<file path="src/logic/ctx_pkg.sv">
// Constants, opcodes and cycle counts for the instruction decode and execute block.
// Assumes a core that fetches opcode and operand bytes and owns the register file.
package ctx_pkg;
    localparam logic [7:0] OP_SUBF_RR  = 8'h28;
    localparam logic [7:0] OP_SUBF_LIT = 8'h29;
    localparam logic [7:0] OP_SWAP_R   = 8'hF0;
    localparam logic [7:0] OP_SWAP_PTR = 8'hF1;
    localparam logic [7:0] OP_TCOMP_LO = 8'h62;
    localparam logic [7:0] OP_TCOMP_HI = 8'h67;
    localparam logic [7:0] OP_TCMF_RR  = 8'h68;
    localparam logic [7:0] OP_TCMF_LIT = 8'h69;
    localparam logic [7:0] OP_TAND_LO  = 8'h72;
    localparam logic [7:0] OP_TAND_HI  = 8'h77;
    localparam logic [7:0] OP_TMF_RR   = 8'h78;
    localparam logic [7:0] OP_TMF_LIT  = 8'h79;
    localparam logic [7:0] OP_TRAP     = 8'hF2;
    localparam logic [7:0] OP_WDOG     = 8'h5F;
    // Flag bit positions within the flags byte.
    localparam int FLAG_C = 7;
    localparam int FLAG_Z = 6;
    localparam int FLAG_S = 5;
    localparam int FLAG_V = 4;
    localparam int FLAG_D = 3;
    localparam int FLAG_H = 2;
    // Cycle counts, stack decrements and reset values.
    localparam logic [2:0] FETCH_FAR   = 3'h4;
    localparam logic [2:0] FETCH_WORK  = 3'h2;
    localparam logic [2:0] FETCH_REG   = 3'h3;
    localparam logic [2:0] FETCH_SHORT = 3'h2;
    localparam logic [2:0] FETCH_ONE   = 3'h1;
    localparam logic [2:0] EXEC_FAR    = 3'h3;
    localparam logic [2:0] EXEC_DIRECT = 3'h3;
    localparam logic [2:0] EXEC_INDIR  = 3'h4;
    localparam logic [2:0] EXEC_SWAP_R = 3'h2;
    localparam logic [2:0] EXEC_SWAP_I = 3'h3;
    localparam logic [2:0] EXEC_TRAP   = 3'h6;
    localparam logic [2:0] EXEC_WDOG   = 3'h2;
    localparam logic [2:0] CYC_RESET   = 3'h0;
    localparam logic [7:0] SP_DEC_PC   = 8'h02;
    localparam logic [7:0] SP_DEC_FL   = 8'h01;
    localparam logic [7:0] FLAGS_RESET = 8'h00;
    localparam logic [15:0] PC_RESET   = 16'h0000;
    localparam logic [7:0] SP_RESET    = 8'h00;
    localparam logic [15:0] WDOG_RELOAD_DEF = 16'hFFFF;
    typedef enum logic [2:0] {CTX_IDLE, CTX_FETCH, CTX_EXEC, CTX_TRAP_PC, CTX_TRAP_FL,
                              CTX_TRAP_VEC} ctx_state_e;
endpackage : ctx_pkg

</file>
<file path="src/logic/ctx_core_exec.sv">
// Decode and sequencing of the subtract, swap, mask-test, trap and watchdog group.
// Assumes the core presents an opcode with a start pulse and operand values ready.
`timescale 1ns/1ps
module ctx_core_exec #(
    parameter logic [15:0] WDOG_RELOAD = ctx_pkg::WDOG_RELOAD_DEF
) (
    input  wire logic        clk_sys,
    input  wire logic        reset,
    input  wire logic        start,
    input  wire logic [7:0]  opcode,
    input  wire logic [7:0]  dstVal,
    input  wire logic [7:0]  srcVal,
    input  wire logic [15:0] vectorVal,
    output logic             busy,
    output logic             done,
    output logic [7:0]       resultVal,
    output logic             resultWrite,
    output logic [7:0]       flags,
    output logic [15:0]      pc,
    output logic [7:0]       sp,
    output logic             stackWrite,
    output logic [7:0]       stackAddr,
    output logic [15:0]      stackData,
    output logic             stackWide,
    output logic             wdogTimeout,
    output logic [2:0]       fetchCycles,
    output logic [2:0]       execCycles
);
    import ctx_pkg::*;

    // ****************************************************************
    // Decode
    // ****************************************************************
    ctx_state_e  state_q;
    logic [2:0]  count_q;
    logic [7:0]  op_q;
    logic [7:0]  aluRes;
    logic [7:0]  aluFlags;
    logic        aluWrite;
    logic [2:0]  fetchSel;
    logic [2:0]  execSel;
    logic [15:0] wdog_q;

    ctx_alu uAlu (
        .opcode    (op_q),
        .dstVal    (dstVal),
        .srcVal    (srcVal),
        .flagsIn   (flags),
        .resultVal (aluRes),
        .flagsOut  (aluFlags),
        .writeBack (aluWrite)
    );

    // Cycle budget per opcode; indirect forms are the odd opcodes 63, 65, 67, 73, 75, 77.
    always_comb begin
        fetchSel = FETCH_ONE;
        execSel  = EXEC_DIRECT;
        if (opcode == OP_SUBF_RR || opcode == OP_SUBF_LIT || opcode == OP_TCMF_RR
            || opcode == OP_TCMF_LIT || opcode == OP_TMF_RR || opcode == OP_TMF_LIT) begin
            fetchSel = FETCH_FAR;
            execSel  = EXEC_FAR;
        end else if ((opcode >= OP_TCOMP_LO && opcode <= OP_TCOMP_HI)
                     || (opcode >= OP_TAND_LO && opcode <= OP_TAND_HI)) begin
            fetchSel = (opcode[3:0] < 4'h4) ? FETCH_WORK : FETCH_REG;
            execSel  = (opcode[3:0] == 4'h3 || opcode[3:0] == 4'h5 || opcode[3:0] == 4'h7)
                       ? EXEC_INDIR : EXEC_DIRECT;
        end else if (opcode == OP_SWAP_R || opcode == OP_SWAP_PTR) begin
            fetchSel = FETCH_SHORT;
            execSel  = opcode[0] ? EXEC_SWAP_I : EXEC_SWAP_R;
        end else if (opcode == OP_TRAP) begin
            fetchSel = FETCH_SHORT;
            execSel  = EXEC_TRAP;
        end else if (opcode == OP_WDOG) begin
            fetchSel = FETCH_ONE;
            execSel  = EXEC_WDOG;
        end
    end

    // ****************************************************************
    // Sequencer
    // ****************************************************************
    // Counts fetch then execute cycles; trap steps occupy its execute phase.
    always_ff @(posedge clk_sys) begin
        if (reset) begin
            state_q     <= CTX_IDLE;
            count_q     <= CYC_RESET;
            op_q        <= 8'h00;
            fetchCycles <= CYC_RESET;
            execCycles  <= CYC_RESET;
        end else begin
            unique case (state_q)
                CTX_IDLE: begin
                    if (start) begin
                        op_q        <= opcode;
                        fetchCycles <= fetchSel;
                        execCycles  <= execSel;
                        count_q     <= fetchSel - 3'h1;
                        state_q     <= CTX_FETCH;
                    end
                end
                CTX_FETCH: begin
                    if (count_q == CYC_RESET) begin
                        count_q <= execCycles - 3'h1;
                        state_q <= (op_q == OP_TRAP) ? CTX_TRAP_PC : CTX_EXEC;
                    end else begin
                        count_q <= count_q - 3'h1;
                    end
                end
                CTX_EXEC, CTX_TRAP_PC, CTX_TRAP_FL, CTX_TRAP_VEC: begin
                    count_q <= count_q - 3'h1;
                    if (state_q == CTX_TRAP_PC && count_q == 3'h4) state_q <= CTX_TRAP_FL;
                    if (state_q == CTX_TRAP_FL && count_q == 3'h2) state_q <= CTX_TRAP_VEC;
                    if (count_q == CYC_RESET) state_q <= CTX_IDLE;
                end
            endcase
        end
    end

    assign busy = (state_q != CTX_IDLE);
    assign done = busy && (state_q != CTX_FETCH) && (count_q == CYC_RESET);
    // Mask tests leave the destination alone.
    assign resultWrite = done && aluWrite;
    assign resultVal   = aluRes;

    // Flags update on the last execute cycle; trap and refresh keep them.
    always_ff @(posedge clk_sys) begin
        if (reset) begin
            flags <= FLAGS_RESET;
        end else if (done && state_q == CTX_EXEC) begin
            flags <= aluFlags;
        end
    end

    // ****************************************************************
    // Trap stack sequence
    // ****************************************************************
    // Push PC at SP-2, flags at SP-3, then vector into PC.
    always_ff @(posedge clk_sys) begin
        if (reset) begin
            sp         <= SP_RESET;
            pc         <= PC_RESET;
            stackWrite <= 1'b0;
            stackAddr  <= 8'h00;
            stackData  <= 16'h0000;
            stackWide  <= 1'b0;
        end else begin
            stackWrite <= 1'b0;
            if (state_q == CTX_TRAP_PC && count_q == 3'h5) begin
                sp         <= sp - SP_DEC_PC;
                stackAddr  <= sp - SP_DEC_PC;
                stackData  <= pc;
                stackWide  <= 1'b1;
                stackWrite <= 1'b1;
            end else if (state_q == CTX_TRAP_FL && count_q == 3'h3) begin
                sp         <= sp - SP_DEC_FL;
                stackAddr  <= sp - SP_DEC_FL;
                stackData  <= {8'h00, flags};
                stackWide  <= 1'b0;
                stackWrite <= 1'b1;
            end else if (state_q == CTX_TRAP_VEC && count_q == CYC_RESET) begin
                pc <= vectorVal;
            end
        end
    end

    // ****************************************************************
    // Watchdog
    // ****************************************************************
    // Refresh reloads the count at the end of the refresh opcode.
    always_ff @(posedge clk_sys) begin
        if (reset) begin
            wdog_q      <= WDOG_RELOAD_DEF;
            wdogTimeout <= 1'b0;
        end else if (done && op_q == OP_WDOG) begin
            wdog_q      <= WDOG_RELOAD;
            wdogTimeout <= 1'b0;
        end else if (wdog_q == 16'h0000) begin
            wdogTimeout <= 1'b1;
        end else begin
            wdog_q <= wdog_q - 16'h0001;
        end
    end

    // ****************************************************************
    // Assertions
    // ****************************************************************
    a_sub_dflag: assert property (@(posedge clk_sys) disable iff (reset)
        (done && state_q == CTX_EXEC && (op_q == OP_SUBF_RR || op_q == OP_SUBF_LIT))
        |=> flags[FLAG_D]) else $error("Subtract did not set D.");
    // Zero and sign must follow the swapped byte written back one cycle earlier.
    a_swap_zero: assert property (@(posedge clk_sys) disable iff (reset)
        (done && (op_q == OP_SWAP_R || op_q == OP_SWAP_PTR))
        |=> (flags[FLAG_Z] == ($past(resultVal) == 8'h00))
            && (flags[FLAG_S] == $past(resultVal[7])))
        else $error("Swap zero or sign flag wrong.");
    a_tcomp_vclr: assert property (@(posedge clk_sys) disable iff (reset)
        (done && op_q >= OP_TCOMP_LO && op_q <= OP_TCMF_LIT) |=> !flags[FLAG_V])
        else $error("Complement test left V set.");
    a_tcmf_cycles: assert property (@(posedge clk_sys) disable iff (reset)
        (state_q == CTX_IDLE && start && opcode == OP_TCMF_RR) |=> busy [*7] ##1 !busy)
        else $error("Far complement test cycle count wrong.");
    a_tand_vclr: assert property (@(posedge clk_sys) disable iff (reset)
        (done && op_q >= OP_TAND_LO && op_q <= OP_TMF_LIT) |=> !flags[FLAG_V])
        else $error("Mask test left V set.");
    a_tmf_cycles: assert property (@(posedge clk_sys) disable iff (reset)
        (state_q == CTX_IDLE && start && opcode == OP_TMF_LIT) |=> busy [*7] ##1 !busy)
        else $error("Far mask test cycle count wrong.");
    a_trap_flags: assert property (@(posedge clk_sys) disable iff (reset)
        (state_q == CTX_IDLE && start && opcode == OP_TRAP)
        |=> busy [*8] ##1 (!busy && $stable(flags)))
        else $error("Trap timing or flags wrong.");
    a_wdog_cycles: assert property (@(posedge clk_sys) disable iff (reset)
        (state_q == CTX_IDLE && start && opcode == OP_WDOG) |=> busy [*3] ##1 !busy)
        else $error("Refresh cycle count wrong.");
    a_tand_indir: assert property (@(posedge clk_sys) disable iff (reset)
        (state_q == CTX_IDLE && start && opcode == 8'h73) |=> busy [*6] ##1 !busy)
        else $error("Indirect mask test cycle count wrong.");
    a_wdog_reload: assert property (@(posedge clk_sys) disable iff (reset)
        (done && op_q == OP_WDOG) |=> (wdog_q == WDOG_RELOAD && !wdogTimeout))
        else $error("Refresh did not reload the watchdog.");
    a_mask_nowb: assert property (@(posedge clk_sys) disable iff (reset)
        (busy && ((op_q >= OP_TCOMP_LO && op_q <= OP_TCMF_LIT)
                  || (op_q >= OP_TAND_LO && op_q <= OP_TMF_LIT))) |-> !resultWrite)
        else $error("Mask test wrote back.");
    // The ALU itself must never ask for a write while a mask test is in flight.
    a_mask_nowrite: assert property (@(posedge clk_sys) disable iff (reset)
        (busy && ((op_q >= OP_TCOMP_LO && op_q <= OP_TCMF_LIT)
                  || (op_q >= OP_TAND_LO && op_q <= OP_TMF_LIT))) |-> !aluWrite)
        else $error("Mask test ALU asked for write back.");
    c_trap: cover property (@(posedge clk_sys) state_q == CTX_TRAP_VEC && count_q == 3'h0);
    c_sub: cover property (@(posedge clk_sys) done && op_q == OP_SUBF_LIT);
    c_poke: cover property (@(posedge clk_sys) busy && start);
    c_wdog: cover property (@(posedge clk_sys) done && op_q == OP_WDOG);

endmodule : ctx_core_exec

</file>
<file path="src/logic/ctx_alu.sv">
// Combinational ALU for the subtract, swap and mask-test group.
// Assumes operands are already fetched by the core's operand path.
`timescale 1ns/1ps
module ctx_alu (
    input  wire logic [7:0] opcode,
    input  wire logic [7:0] dstVal,
    input  wire logic [7:0] srcVal,
    input  wire logic [7:0] flagsIn,
    output logic      [7:0] resultVal,
    output logic      [7:0] flagsOut,
    output logic            writeBack
);
    import ctx_pkg::*;

    logic [8:0] diff;
    logic [4:0] halfDiff;
    logic [7:0] masked;

    // Result and flag computation per opcode class.
    always_comb begin
        diff      = {1'b0, dstVal} - {1'b0, srcVal};
        halfDiff  = {1'b0, dstVal[3:0]} - {1'b0, srcVal[3:0]};
        masked    = 8'h00;
        resultVal = dstVal;
        flagsOut  = flagsIn;
        writeBack = 1'b0;
        if (opcode == OP_SUBF_RR || opcode == OP_SUBF_LIT) begin
            resultVal        = diff[7:0];
            writeBack        = 1'b1;
            flagsOut[FLAG_C] = diff[8];
            flagsOut[FLAG_Z] = (diff[7:0] == 8'h00);
            flagsOut[FLAG_S] = diff[7];
            flagsOut[FLAG_V] = (dstVal[7] != srcVal[7]) && (diff[7] != dstVal[7]);
            flagsOut[FLAG_D] = 1'b1;
            flagsOut[FLAG_H] = halfDiff[4];
        end else if (opcode == OP_SWAP_R || opcode == OP_SWAP_PTR) begin
            // Swap halves; C and V are undefined, so they are simply kept.
            resultVal        = {dstVal[3:0], dstVal[7:4]};
            writeBack        = 1'b1;
            flagsOut[FLAG_Z] = (dstVal == 8'h00);
            flagsOut[FLAG_S] = dstVal[3];
        end else if ((opcode >= OP_TCOMP_LO && opcode <= OP_TCMF_LIT)
                     || (opcode >= OP_TAND_LO && opcode <= OP_TMF_LIT)) begin
            masked = (opcode[4] ? dstVal : ~dstVal) & srcVal;
            flagsOut[FLAG_Z] = (masked == 8'h00);
            flagsOut[FLAG_S] = masked[7];
            flagsOut[FLAG_V] = 1'b0;
        end
    end

endmodule : ctx_alu

</file>
<file path="config.mk">
export PLATFORM = sky130hd
export DESIGN_NAME = ctx_core_exec
export DESIGN_NICKNAME = d
export VERILOG_FILES = /design/src/logic/ctx_pkg.sv /design/src/logic/ctx_core_exec.sv /design/src/logic/ctx_alu.sv
export SDC_FILE = /design/constraint.sdc
export NUM_CORES = 1
export LEC_CHECK = 0
export ABC_AREA = 1
export BUFFER_PORTS_ARGS = -buffer_cell sky130_fd_sc_hd__buf_2
export CAP_MARGIN = 20
export CORE_UTILIZATION = 55
export CTS_CLUSTER_DIAMETER = 50
export CTS_CLUSTER_SIZE = 10
export DETAILED_ROUTE_END_ITERATION = 6
export PLACE_DENSITY = 0.91
export SLEW_MARGIN = 5
export SYNTH_ARGS = -nofsm -noshare
export SYNTH_HDL_FRONTEND = slang
export SYNTH_HIERARCHICAL = 1
export SYNTH_SLANG_ARGS = --single-unit
</file>
<file path="constraint.sdc">
create_clock -name clk_sys -period 2.5 [get_ports clk_sys]
set_clock_uncertainty 0.05 [all_clocks]
set_input_delay 0.625 -clock clk_sys [delete_from_list [all_inputs] [get_ports clk_sys]]
set_output_delay 0.625 -clock clk_sys [all_outputs]
set_load 0.1 [all_outputs]
</file>
=== Word-level counts from Yosys, hierarchy flattened ===
Index checks and enable logic that the tools add are counted.

* Bits in writable memories: 0
* Bits in registers: 85
* Memories: 0
* Memory bits (read-only): 0
* Output and inout port bits: 76
* Bits in latches: 0

* Bitwise logic cells: 4
* Magnitude comparators: 9
* Muxes and demuxes: 39
* Multipliers: 0
* Div/mod/pow operators: 0
* Reductions and logical operators: 45
* Shift operators: 0
* Eq/ne operators: 35
* $add $sub $neg: 8

{| class="wikitable"
|+ Operators by type and width
! cell !! number
|-
| == test 8 x 7 -> 1 bit (second input constant) || 6
|-
| == test 8 bit (second input constant) || 6
|-
| two-way mux 3 bit || 15
|-
| two-way mux 8 bit || 5
|-
| == test 8 x 6 -> 1 bit (second input constant) || 4
|-
| >= comparator 8 x 7 -> 1 bit (second input constant) || 4
|-
| less-or-equal comparator 8 x 7 -> 1 bit (second input constant) || 4
|-
| two-way mux 16 bit || 2
|-
| logical NOT 8 bit || 3
|-
| case mux 3 bit (3 select lines) || 2
|-
| logical NOT 16 bit || 1
|-
| subtractor 16 x 1 -> 16 bit (second input constant) || 1
|-
| logical AND 1 bit || 15
|-
| == test 3 x 2 -> 1 bit (second input constant) || 4
|-
| == test 3 bit (second input constant) || 4
|-
| logical OR 1 bit || 12
|-
| two-way mux 1 bit || 11
|-
| AND reduction 3 bit || 3
|-
| subtractor 3 x 1 -> 3 bit (second input constant) || 3
|-
| subtractor 8 x 8 -> 9 bit || 1
|-
| bitwise AND 8 bit || 1
|-
| == test 4 x 3 -> 1 bit (second input constant) || 2
|-
| two-way mux 2 bit || 4
|-
| inverter 8 bit || 1
|-
| 18 further kinds || 26
|}

=== Longest topological paths before layout ===
Gate-level depths: netlist of the first run.

* Word-level depth: 10
* Gate-level depth with buffers: 14
* Depth with buffers taken out: 13

=== Modules after synthesis ===
The synthesis of the first run kept the hierarchy.

{| class="wikitable"
|+ By module, submodules not included
! module !! times used !! area each (um^2) !! cells each
|-
| ctx_core_exec || 1 || 4,093.9 || 582
|-
| ctx_alu || 1 || 1,021.0 || 201
|}

=== Worst setup path before layout of the first run ===
OpenSTA, ideal clock, no wires.

* Kind: in2out
* From: input port dstVal[0]
* To: output port resultVal[2]
* Cell stages on the path: 5
* Path slack: -1.149 ns
* Data required time: 1.825 ns
* Path buffers: 0
* Arrival: 2.974 ns
* Path through: inv_1 -> ha_1 -> fa_1 -> xor2_1 -> a22oi_1

* Word-level cells in the longest chain between the ends: 2

{| class="wikitable"
|+ RTL lines
! item !! line !! text
|-
| start, declared || ctx_core_exec.sv:11 || <nowiki>input wire logic [7:0] dstVal,</nowiki>
|-
| subtractor 8 x 8 -> 9 bit || ctx_alu.sv:21 || <nowiki>diff = {1'b0, dstVal} - {1'b0, srcVal};</nowiki>
|-
| two-way mux 8 bit || ctx_alu.sv:27 || <nowiki>if (opcode == OP_SUBF_RR || opcode == OP_SUBF_LIT) begin</nowiki>
|-
| end, declared || ctx_core_exec.sv:16 || <nowiki>output logic [7:0] resultVal,</nowiki>
|}

No other way between the ends.

=== Worst setup path after layout of the first run ===
* From: input port dstVal[0]
* To: output port resultVal[4]

* Word-level cells in the longest chain between the ends: 2
* Elaborated cells between the ends (all ways): 3

{| class="wikitable"
|+ RTL lines
! item !! line
|-
| subtractor 8 x 8 -> 9 bit / two-way mux 8 bit (equally long branches) || ctx_alu.sv:21, ctx_alu.sv:36
|-
| two-way mux 8 bit * || ctx_alu.sv:27
|}

Mark *: on every way between the ends. The rest lies on a longest branch, timed or not.

==> impl_metrics.prom, run 1 <==
# TYPE chip_impl_metric gauge
chip_impl_metric{name="switching_portion_of_total_power",unit="%"} 49.15
chip_impl_metric{name="drt_drc_violations_left",unit=""} 6
chip_impl_metric{name="cts_htree_levels",unit=""} 3
chip_impl_metric{name="grtUsageTotal",unit="%"} 31.91
chip_impl_metric{name="dr_wl_cell",unit="um"} 16.90
chip_impl_metric{name="core_region_area",unit="mm2"} 0.008848
chip_impl_info{name="critPathLaunch",value="dstVal[0]"} 1
chip_impl_metric{name="cts_num_sinks",unit=""} 87
chip_impl_metric{name="maxClockFrequency",unit="MHz"} 347.1
chip_impl_metric{name="antenna_found_initial",unit=""} 0
chip_impl_info{name="start_kind",value="primary input"} 1
chip_impl_metric{name="antenna_left",unit=""} 0
chip_impl_info{name="timing.hold.worst.start",value="stackData[13]"} 1
chip_impl_metric{name="floorplan.rows",unit=""} 34
chip_impl_metric{name="top_level_ports",unit=""} 119
chip_impl_metric{name="dr.pass1.iters",unit=""} 7
chip_impl_metric{name="clockBufferDepth",unit=""} 2
chip_impl_metric{name="syn-cell-area",unit="mm2"} 0.005115
chip_impl_metric{name="power_switching",unit="mW"} 2.676
chip_impl_metric{name="avgViaCountPerCell",unit=""} 5.800
chip_impl_metric{name="cts.clk_slew.worst_paths",unit="ns"} 0.09
chip_impl_metric{name="timing.final.crit_share",unit="%"} 115.2
chip_impl_metric{name="pwr_density_cell",unit="mW/mm2"} 790.9
chip_impl_metric{name="syn-mean-instance-area",unit="um2"} 6.532
chip_impl_metric{name="timing.final.ws_setup",unit="ns"} -0.3807
chip_impl_metric{name="grt_pass1_vias",unit=""} 5471
chip_impl_info{name="cts_root_buf",value="clkbuf_8"} 1
chip_impl_metric{name="start_util",unit="%"} 57.81
chip_impl_info{name="cts_tree",value="built"} 1
chip_impl_metric{name="share_comb_of_total_power",unit="%"} 48.9
chip_impl_info{name="worst-setup-path-type",value="in2out"} 1
chip_impl_metric{name="report.final.hold_viol_count",unit=""} 0
chip_impl_metric{name="grt_start_max_net_pins",unit=""} 29
chip_impl_metric{name="numCtsBuffers",unit=""} 9
chip_impl_metric{name="p_leak",unit="nW"} 3.419
chip_impl_metric{name="drive_above_1_share",unit="%"} 30.97
chip_impl_metric{name="ys_seq_elements",unit=""} 87
chip_impl_metric{name="timing_max_transition_violations_final",unit=""} 0
chip_impl_metric{name="worst-endpoint-arrival",unit="ns"} 2.21
chip_impl_metric{name="cp.required",unit="ns"} 1.82
chip_impl_info{name="critical_path.reg2reg.startpoint",value="count_q[0]"} 1
chip_impl_metric{name="die-width",unit="um"} 98.44
chip_impl_metric{name="synthesis.instances",unit=""} 783
chip_impl_metric{name="cts_hold_bufs",unit=""} 0
chip_impl_metric{name="power.ir.vdd_worst",unit="mV"} 0.6189
chip_impl_metric{name="finish.net_count",unit=""} 1001
chip_impl_metric{name="fin_tns_setup",unit="ns"} -1.863
chip_impl_info{name="violations",value="DRC, setup timing"} 1
chip_impl_metric{name="synth-warning-count",unit=""} 6
chip_impl_metric{name="worst-slew-pin-transition",unit="ns"} 0.5234
chip_impl_metric{name="p_int",unit="mW"} 2.769
chip_impl_metric{name="yosysSeqAreaShare",unit="%"} 34.05
chip_impl_metric{name="worst_slew_margin",unit="%"} 65.35
chip_impl_metric{name="first_iter_violations",unit=""} 563
chip_impl_metric{name="total_inserted_antenna_cells",unit=""} 0
chip_impl_metric{name="syn_nets",unit=""} 846
chip_impl_metric{name="post-place-cells",unit=""} 1015
chip_impl_metric{name="total_power",unit="mW"} 5.444
chip_impl_metric{name="pre_cts_slack",unit="ns"} -0.3042
chip_impl_metric{name="setup-violations-final",unit=""} 8
chip_impl_metric{name="route.vias.total",unit=""} 6096
chip_impl_metric{name="pwr-share-seq",unit="%"} 32.1
chip_impl_metric{name="layout.cells.non_filler",unit=""} 1051
chip_impl_info{name="outcome",value="finished with violations"} 1
chip_impl_metric{name="insertion_delay",unit="ns"} 0.36
chip_impl_metric{name="port-buffer-count",unit=""} 118
chip_impl_metric{name="syn_to_final_growth",unit="%"} 34.59
chip_impl_metric{name="grt_pass1_wl",unit="mm"} 24.99
chip_impl_metric{name="maxCapViolCount",unit=""} 0
chip_impl_info{name="grt_setup_unrepaired",value="true"} 1
chip_impl_metric{name="worstPathMaxFanout",unit=""} 2
chip_impl_info{name="timing.critical_path.to_type",value="primary output"} 1
chip_impl_metric{name="yosysUniqueCellTypes",unit=""} 42
chip_impl_metric{name="power.share.clock",unit="%"} 18.9
chip_impl_metric{name="routabilityCongestion",unit=""} 0.9624
chip_impl_info{name="worstHoldPathType",value="reg2reg"} 1
chip_impl_metric{name="hpwlAfterDp",unit="mm"} 10.68
chip_impl_metric{name="wl",unit="mm"} 17.76
chip_impl_metric{name="postLayoutCoreUtil",unit="%"} 77.80
chip_impl_metric{name="fin_crit",unit="ns"} 2.881
chip_impl_metric{name="floorplan.die_area",unit="mm2"} 0.009689
chip_impl_metric{name="gr-total-overflow",unit=""} 0
chip_impl_metric{name="die_height",unit="um"} 98.44
worst max-delay path, stage by stage:
cell and delay, ns:
buf_12 0.09, inv_12 0.04, ha_4 0.16, fa_2 0.36, inv_2 0.09, nand3_2 0.06
nand2_2 0.12, xor2_2 0.26, nand2_2 0.10, o21ai_4 0.09, buf_12 0.19
placed cells by master (no fill, tap or decap), drive strengths merged, types with 4 or more instances in the layout:
| cell | instances |
|---|---|
| o211ai | 6 |
| nand2 | 198 |
| nand3 | 47 |
| dfxtp | 87 |
| xor2 | 11 |
| xnor2 | 7 |
| nor3 | 10 |
| nand4 | 8 |
| inv | 101 |
| clkbuf | 12 |
| ha | 19 |
| buf | 175 |
| o21ai | 65 |
| a31oi | 6 |
| a21oi | 49 |
| nor2 | 121 |
| clkinv | 4 |
synthesized netlist by cell type (all sizes together):
master	n	area share, %
nor2	121	9.5
clkbuf	10	0.76
o21bai	3	0.51
inv	99	7.3
nand4	8	0.98
fa	1	0.39
nand3b	2	0.29
o31ai	1	0.15
a22oi	1	0.15
xor2	11	1.9
dfxtp	87	34
clkinv	1	0.098
nor4	1	0.12
buf	23	3.4
nand3	47	4.6
a31oi	6	0.73
a21oi	49	4.9
ha	19	4.6
o21ai	65	6.5
or2	2	0.24
nor3	10	1.3
a211oi	1	0.24
nand2	198	15
and2	1	0.12
xnor2	7	1.2
o22ai	3	0.37
o211ai	6	0.88
layout make-up:
type / count / area [um2]
fillers: 599 / 1964
flip-flops and latches: 87 / 1747
multi-input cells: 563 / 3139
clock buffers: 10 / 127.6
clock inverters: 6 / 76.32
well taps: 108 / 135.1
repair buffers: 177 / 1260
inverters: 100 / 399.1
power groups by stage:
| stage | Sequential (mW) | Combinational [mW] | Clock (mW) |
|---|---|---|---|
| 2_1_floorplan | 2.39 | 1.19 | 0 |
| 3_3_place_gp | 1.75 | 2.32 | 0 |
| 3_5_place_dp | 1.76 | 2.36 | 0 |
| 4_1_cts | 1.73 | 2.47 | 1.03 |
| 5_1_grt | 1.76 | 2.83 | 1.11 |
| 6_report | 1.75 | 2.66 | 1.03 |
path summary, 6_finish.rpt:
kind,endpoint,slack (ns),depth (start not counted)
worst min-delay path,stackData[13],0.42,2
worst max-delay path,resultVal[4],-0.38,11
worst min register to register,stackData[13],0.42,2
worst max register to register,flags[2],0.50,8
cells by family after synthesis:
logic type,Yosys count,share of synthesized area (%)
adder cells (fa/ha/maj),20,5.039
AND/OR/NAND/NOR,390,31.87
flip-flops,87,34.05
AO/OA/AOI/OAI,135,14.41
XOR/XNOR,18,3.082
buffers and inverters,133,11.55
layer usage:
metal | global-route usage, % | part of all wire, % | up-vias
met5 | 0 | 0 | -
met4 | 16.07 | 7.1 | 0
met3 | 6.596 | 10 | 142
met2 | 55.69 | 47 | 434
met1 | 37.17 | 36 | 2728
li1 | - | - | 2792
stage by stage:
stage          instance area [um2]  hold slack [ns]
2_1_floorplan                 5238           0.4094
3_3_place_gp                  6195           0.3965
3_5_place_dp                  6195           0.4022
4_1_cts                       6638           0.4162
5_1_grt                       6884           0.4187
6_report                      6884           0.4160
what timing repair did:
action                                  in CTS  in global routing
buffers inserted                            12                  9
gates resized for setup                     30                 59
pin swaps                                   13                 22
endpoints found under the setup margin       8                  9
registers in the layout, indices dropped and copies added, names as in the netlist, 3 cells and up:
signal       flops
stackData       16
op_q             8
state_q          3
fetchCycles      3
flags            8
count_q          3
stackAddr        8
execCycles       3
pc              16
wdog_q          16
Note: power is estimated with default switching activity, not from simulation.
==> run 2, diff against run 1 <==
- CELL_PAD_IN_SITES_DETAIL_PLACEMENT: not set -> 2
- CELL_PAD_IN_SITES_GLOBAL_PLACEMENT: not set -> 2
- CORE_UTILIZATION: 55 -> 29
==> impl_metrics.prom, run 2 (synthesized netlist as in run 1, its figures left out) <==
# TYPE chip_impl_metric gauge
chip_impl_metric{name="antenna_left",unit=""} 0
chip_impl_metric{name="fin_tns_setup",unit="ns"} -2.409
chip_impl_info{name="sequence_of_cells_on_the_critical_path",value="buf_2 -> inv_1 -> fa_2 -> buf_6 -> xor2_4 -> a22oi_2 -> buf_12"} 1
chip_impl_metric{name="grt_pass1_vias",unit=""} 7183
chip_impl_metric{name="floorplan.die_area",unit="mm2"} 0.01817
chip_impl_metric{name="port-buffer-count",unit=""} 118
chip_impl_metric{name="maxClockFrequency",unit="MHz"} 341.9
chip_impl_metric{name="finish.instance_area",unit="mm2"} 0.007342
chip_impl_metric{name="total_power",unit="mW"} 6.238
chip_impl_info{name="timing.critical_path.to_type",value="primary output"} 1
chip_impl_metric{name="worst_slew_margin",unit="%"} 64.79
chip_impl_metric{name="drive_above_1_share",unit="%"} 32.53
chip_impl_metric{name="dr.pass1.iters",unit=""} 5
chip_impl_metric{name="placed_cell_area",unit="mm2"} 0.006424
chip_impl_info{name="outcome",value="finished with violations"} 1
chip_impl_metric{name="cts_htree_levels",unit=""} 3
chip_impl_metric{name="core_region_area",unit="mm2"} 0.01724
chip_impl_metric{name="worst-endpoint-arrival",unit="ns"} 2.25
chip_impl_metric{name="antenna_found_initial",unit=""} 0
chip_impl_metric{name="numCtsBuffers",unit=""} 9
chip_impl_metric{name="total_inserted_antenna_cells",unit=""} 0
chip_impl_metric{name="timing.final.ws_setup",unit="ns"} -0.4252
chip_impl_metric{name="die-width",unit="um"} 134.8
chip_impl_metric{name="worstPathBufferInverterCount",unit=""} 4
chip_impl_metric{name="clockBufferDepth",unit=""} 2
chip_impl_metric{name="routabilityCongestion",unit=""} 0.8411
chip_impl_metric{name="max_stage_delay",unit="ns"} 0.43
chip_impl_metric{name="fin_crit",unit="ns"} 2.925
chip_impl_metric{name="postLayoutCoreUtil",unit="%"} 42.60
chip_impl_metric{name="gr-total-overflow",unit=""} 0
chip_impl_metric{name="die_height",unit="um"} 134.8
chip_impl_info{name="start_kind",value="primary input"} 1
chip_impl_metric{name="grt_start_max_net_pins",unit=""} 25
chip_impl_metric{name="timing_max_transition_violations_final",unit=""} 0
chip_impl_metric{name="p_leak",unit="nW"} 3.547
chip_impl_metric{name="syn_to_final_growth",unit="%"} 43.54
chip_impl_metric{name="top_level_ports",unit=""} 119
chip_impl_info{name="cts_root_buf",value="clkbuf_16"} 1
chip_impl_metric{name="layout.cells.non_filler",unit=""} 1184
chip_impl_info{name="cts_tree",value="built"} 1
chip_impl_metric{name="insertion_delay",unit="ns"} 0.36
chip_impl_info{name="top_regs",value="pc (16), stackData (16), wdog_q (16)"} 1
chip_impl_metric{name="report.final.hold_viol_count",unit=""} 0
chip_impl_metric{name="grtUsageTotal",unit="%"} 31.72
chip_impl_metric{name="cts_num_sinks",unit=""} 87
chip_impl_metric{name="cts.clk_slew.worst_paths",unit="ns"} 0.07
chip_impl_info{name="mostFrequentLayoutCell",value="nand2_1"} 1
chip_impl_info{name="worst-setup-path-type",value="in2out"} 1
chip_impl_metric{name="pre_cts_slack",unit="ns"} -0.4104
chip_impl_metric{name="floorplan.rows",unit=""} 48
chip_impl_metric{name="setup-violations-final",unit=""} 10
chip_impl_metric{name="pwr_density_cell",unit="mW/mm2"} 849.7
chip_impl_metric{name="dr_wl_cell",unit="um"} 25.85
chip_impl_metric{name="wl",unit="mm"} 30.60
chip_impl_info{name="crit_slowest_cell",value="fa_2"} 1
chip_impl_metric{name="drt_drc_violations_left",unit=""} 0
chip_impl_info{name="violations",value="setup timing"} 1
chip_impl_info{name="grt_setup_unrepaired",value="true"} 1
chip_impl_info{name="timing.critical_path.max_delay_family",value="buffers and inverters"} 1
chip_impl_metric{name="start_util",unit="%"} 29.67
chip_impl_info{name="layout.cells.most_common_list",value="nand2_1, nor2_1, buf_2"} 1
chip_impl_metric{name="maxCapViolCount",unit=""} 0
chip_impl_metric{name="worst_hold_slack",unit="ns"} 0.4170
chip_impl_metric{name="cp.required",unit="ns"} 1.82
chip_impl_metric{name="hpwlAfterDp",unit="mm"} 17.02
chip_impl_metric{name="first_iter_violations",unit=""} 412
chip_impl_metric{name="route.vias.total",unit=""} 6532
chip_impl_metric{name="post-place-cells",unit=""} 1143
chip_impl_metric{name="worstPathMaxFanout",unit=""} 4
chip_impl_metric{name="worst-slew-pin-transition",unit="ns"} 0.5241
chip_impl_metric{name="grt_pass1_wl",unit="mm"} 42.90
chip_impl_info{name="worstHoldPathType",value="reg2reg"} 1
chip_impl_metric{name="avgViaCountPerCell",unit=""} 5.517
chip_impl_metric{name="finish.net_count",unit=""} 1017
chip_impl_metric{name="timing.final.crit_share",unit="%"} 117.0
chip_impl_metric{name="cts_hold_bufs",unit=""} 0
chip_impl_metric{name="power.ir.vdd_worst",unit="mV"} 0.7476
[run 2: repair_timing]
item	4_1_cts	5_1_grt
gates resized for setup	38	71
setup endpoints to repair	9	12
pin swaps	13	34
buffers inserted	14	14
[run 2: path summary, 6_finish.rpt]
path	depth (start not counted)	slack, ns	to	start
setup reg to reg	8	0.22	flags[1]	count_q[0]
setup / recovery	7	-0.43	resultVal[2]	dstVal[1]
hold reg to reg	2	0.42	stackData[14]	stackData[14]
hold / removal	2	0.42	stackData[14]	stackData[14]
[run 2: final cells by class]
| type | instances | area, um2 |
|---|---|---|
| clock buffers | 9 | 225.2 |
| well taps | 225 | 281.5 |
| repair buffers | 193 | 1425 |
| multi-input cells | 563 | 3177 |
| inverters | 100 | 409.1 |
| flip-flops and latches | 87 | 1749 |
| clock inverters | 7 | 75.07 |
| fillers | 1995 | 9894 |
[run 2: routing by layer]
metal  vias up  track usage, %  part of all wire [%]
met1      3275           34.74                    39
met3       123           6.269                   4.6
met2       307           56.19                    50
met4         0           19.66                   6.8
li1       2827               -                     -
met5         -               0                     0
[run 2: where the power goes]
part | internal, mW | switching [mW]
registers | 1.56 | 0.240
clock network | 0.788 | 0.685
logic | 0.766 | 2.20
[run 2: tightest hold or removal path, stage by stage (launching register included)]
cell	delay, ns
dfxtp_1	0.31
nand2_1	0.06
a21oi_1	0.05
==> run 3, diff against run 2 <==
--- a/config.mk
+++ b/config.mk
@@ -17,2 +17,3 @@
 export PLACE_DENSITY = 0.91
+export SKIP_LAST_GASP = 1
 export SLEW_MARGIN = 5
==> constraint.sdc (replaced) <==
create_clock -name clk_sys -period 2.5 [get_ports clk_sys]
set_clock_uncertainty 0.05 [all_clocks]
set_input_delay 0.375 -clock clk_sys [delete_from_list [all_inputs] [get_ports clk_sys]]
set_output_delay 0.375 -clock clk_sys [all_outputs]
set_load 0.1 [all_outputs]
==> impl_metrics.prom, run 3 (synthesized netlist as in run 1, its figures left out) <==
# TYPE chip_impl_metric gauge
chip_impl_metric{name="floorplan.die_area",unit="mm2"} 0.01817
chip_impl_metric{name="worst-slew-pin-transition",unit="ns"} 0.6664
chip_impl_info{name="timing.hold.worst.start",value="vectorVal[10]"} 1
chip_impl_metric{name="routabilityCongestion",unit=""} 0.8547
chip_impl_metric{name="port-buffer-count",unit=""} 118
chip_impl_info{name="start_kind",value="primary input"} 1
chip_impl_metric{name="report.final.hold_viol_count",unit=""} 0
chip_impl_info{name="worstHoldPathType",value="in2reg"} 1
chip_impl_metric{name="timing.final.ws_setup",unit="ns"} -0.006809
chip_impl_metric{name="post-place-cells",unit=""} 1107
chip_impl_metric{name="reg2reg_depth",unit=""} 7
chip_impl_info{name="worst-setup-path-type",value="in2out"} 1
chip_impl_metric{name="numCtsBuffers",unit=""} 9
chip_impl_metric{name="cp.depth",unit=""} 11
chip_impl_metric{name="finish.net_count",unit=""} 959
chip_impl_metric{name="antenna_left",unit=""} 0
chip_impl_metric{name="worst_hold_slack",unit="ns"} 0.2102
chip_impl_metric{name="timing_max_transition_violations_final",unit=""} 0
chip_impl_metric{name="setup-violations-final",unit=""} 1
chip_impl_metric{name="core_region_area",unit="mm2"} 0.01724
chip_impl_metric{name="avgViaCountPerCell",unit=""} 5.204
chip_impl_metric{name="top_level_ports",unit=""} 119
chip_impl_metric{name="p_leak",unit="nW"} 3.171
chip_impl_metric{name="total_inserted_antenna_cells",unit=""} 0
chip_impl_metric{name="wl",unit="mm"} 24.17
chip_impl_info{name="layout.cells.most_common_list",value="nand2_1, nor2_1, buf_2"} 1
chip_impl_metric{name="max_stage_delay",unit="ns"} 0.40
chip_impl_metric{name="grt_pass1_vias",unit=""} 6588
chip_impl_info{name="outcome",value="finished with violations"} 1
chip_impl_info{name="crit-reg2reg-capture",value="flags[6]"} 1
chip_impl_info{name="timing.critical_path.to_type",value="primary output"} 1
chip_impl_metric{name="insertion_delay",unit="ns"} 0.36
chip_impl_metric{name="grt_start_max_net_pins",unit=""} 35
chip_impl_info{name="sequence_of_cells_on_the_critical_path",value="buf_2 -> inv_2 -> ha_4 -> fa_2 -> inv_2 -> nand3_1 -> nand2_2 -> xor2_2 -> nand2_1 -> o21ai_2 -> buf_12"} 1
chip_impl_metric{name="route.vias.total",unit=""} 5855
chip_impl_metric{name="dr.pass1.iters",unit=""} 4
chip_impl_metric{name="die-width",unit="um"} 134.8
chip_impl_metric{name="pwr_density_cell",unit="mW/mm2"} 876.3
chip_impl_metric{name="worst_slew_margin",unit="%"} 55.23
chip_impl_metric{name="start_util",unit="%"} 29.67
chip_impl_info{name="timing.critical_path.max_delay_family",value="adder cells"} 1
chip_impl_metric{name="antenna_found_initial",unit=""} 0
chip_impl_metric{name="syn_to_final_growth",unit="%"} 26.42
chip_impl_info{name="crit_slowest_cell",value="fa_2"} 1
chip_impl_metric{name="worstPathBufferInverterCount",unit=""} 4
chip_impl_metric{name="dr_wl_cell",unit="um"} 21.48
chip_impl_metric{name="hpwlAfterDp",unit="mm"} 16.18
chip_impl_metric{name="clockBufferDepth",unit=""} 2
chip_impl_metric{name="drt_drc_violations_left",unit=""} 0
chip_impl_info{name="crit_end",value="resultVal[4]"} 1
chip_impl_metric{name="grt_pass1_wl",unit="mm"} 35.78
chip_impl_metric{name="maxCapViolCount",unit=""} 0
chip_impl_info{name="top_regs",value="pc (16), stackData (16), wdog_q (16)"} 1
chip_impl_metric{name="power.ir.vdd_worst",unit="mV"} 1.010
chip_impl_metric{name="drive_above_1_share",unit="%"} 22.89
chip_impl_metric{name="cp.required",unit="ns"} 2.08
chip_impl_info{name="critPathLaunch",value="dstVal[0]"} 1
chip_impl_metric{name="cts.clk_slew.worst_paths",unit="ns"} 0.06
chip_impl_metric{name="worstPathMaxFanout",unit=""} 5
chip_impl_metric{name="cts_num_sinks",unit=""} 87
chip_impl_metric{name="layout.cells.non_filler",unit=""} 1125
chip_impl_info{name="critPathMostFrequentCell",value="inv_2"} 1
chip_impl_info{name="critical_path.reg2reg.startpoint",value="count_q[0]"} 1
chip_impl_info{name="mostFrequentLayoutCell",value="nand2_1"} 1
chip_impl_metric{name="grtUsageTotal",unit="%"} 25.76
chip_impl_metric{name="floorplan.rows",unit=""} 48
chip_impl_info{name="violations",value="setup timing"} 1
chip_impl_metric{name="gr-total-overflow",unit=""} 0
chip_impl_info{name="cts_tree",value="built"} 1
chip_impl_metric{name="die_height",unit="um"} 134.8
chip_impl_metric{name="worst-endpoint-arrival",unit="ns"} 2.08
chip_impl_metric{name="first_iter_violations",unit=""} 277
chip_impl_metric{name="timing.final.crit_share",unit="%"} 100.3
chip_impl_info{name="cts_root_buf",value="clkbuf_16"} 1
chip_impl_metric{name="maxClockFrequency",unit="MHz"} 398.9
chip_impl_metric{name="reg2reg_setup_slack",unit="ns"} 0.17
chip_impl_metric{name="fin_crit",unit="ns"} 2.507
chip_impl_metric{name="cts_htree_levels",unit=""} 3
-- run 3: worst min path at each step --
stage                    to  depth (start not counted)  slack, ns
2_1_floorplan  stackData[0]                          1       0.39
3_3_place_gp    wdogTimeout                          2       0.40
3_5_place_dp    wdogTimeout                          2       0.42
4_1_cts              pc[10]                          3       0.21
5_1_grt              pc[10]                          3       0.22
6_report             pc[10]                          3       0.21
-- run 3: power breakdown --
group / switching (mW) / internal (mW) / total [mW]
sequential: 0.209 / 1.56 / 1.77
combinational: 1.98 / 0.563 / 2.54
clock: 0.588 / 0.767 / 1.35
-- run 3: worst register-to-register path, delay by kind of cell (launching register included) --
kind	cells	cell delay (ns)
AOI/OAI and AO/OA	2	0.44
adders and majority gates	1	0.23
buffers and inverters	2	0.49
DFF	1	0.36
and+or+nand+nor	2	0.63
-- run 3: per-stage QoR --
stage	power (mW)	area [um2]	setup WS, ns	util, %	setup TNS, ns
2_1_floorplan	3.560	5156	-0.3553	-	-0.8332
3_3_place_gp	4.055	6057	0.07176	35.14	0
3_5_place_dp	4.171	6057	-0.1293	35.14	-0.1948
4_1_cts	5.615	6380	0.0009848	37.01	0
5_1_grt	5.925	6466	-0.04696	37.51	-0.1410
6_report	5.666	6466	-0.006809	37.51	-0.006809
-- run 3: layout make-up --
cell class | count | area, um2
fillers | 2065 | 10770
clock buffers | 11 | 232.7
well taps | 225 | 281.5
repair buffers | 135 | 860.8
multi-input cells | 563 | 2915
flip-flops and latches | 87 | 1747
inverters | 100 | 381.6
clock inverters | 4 | 47.55
-- run 3: repair_timing --
| action | in CTS | in global routing |
|---|---|---|
| gates resized for setup | 9 | 18 |
| setup buffers | 2 | 1 |
| pin swaps | 2 | 5 |
| gates cloned | 0 | 0 |
| endpoints found under the setup margin | 2 | 8 |
| hold buffers | 0 | 0 |
-- run 3: per-layer routing --
metal	up-vias	part of all wire (%)	GRT usage, %
met5	-	0	0
met3	90	3.7	4.767
li1	2700	-	-
met4	0	4.8	12.30
met2	178	52	47.65
met1	2887	39	28.15
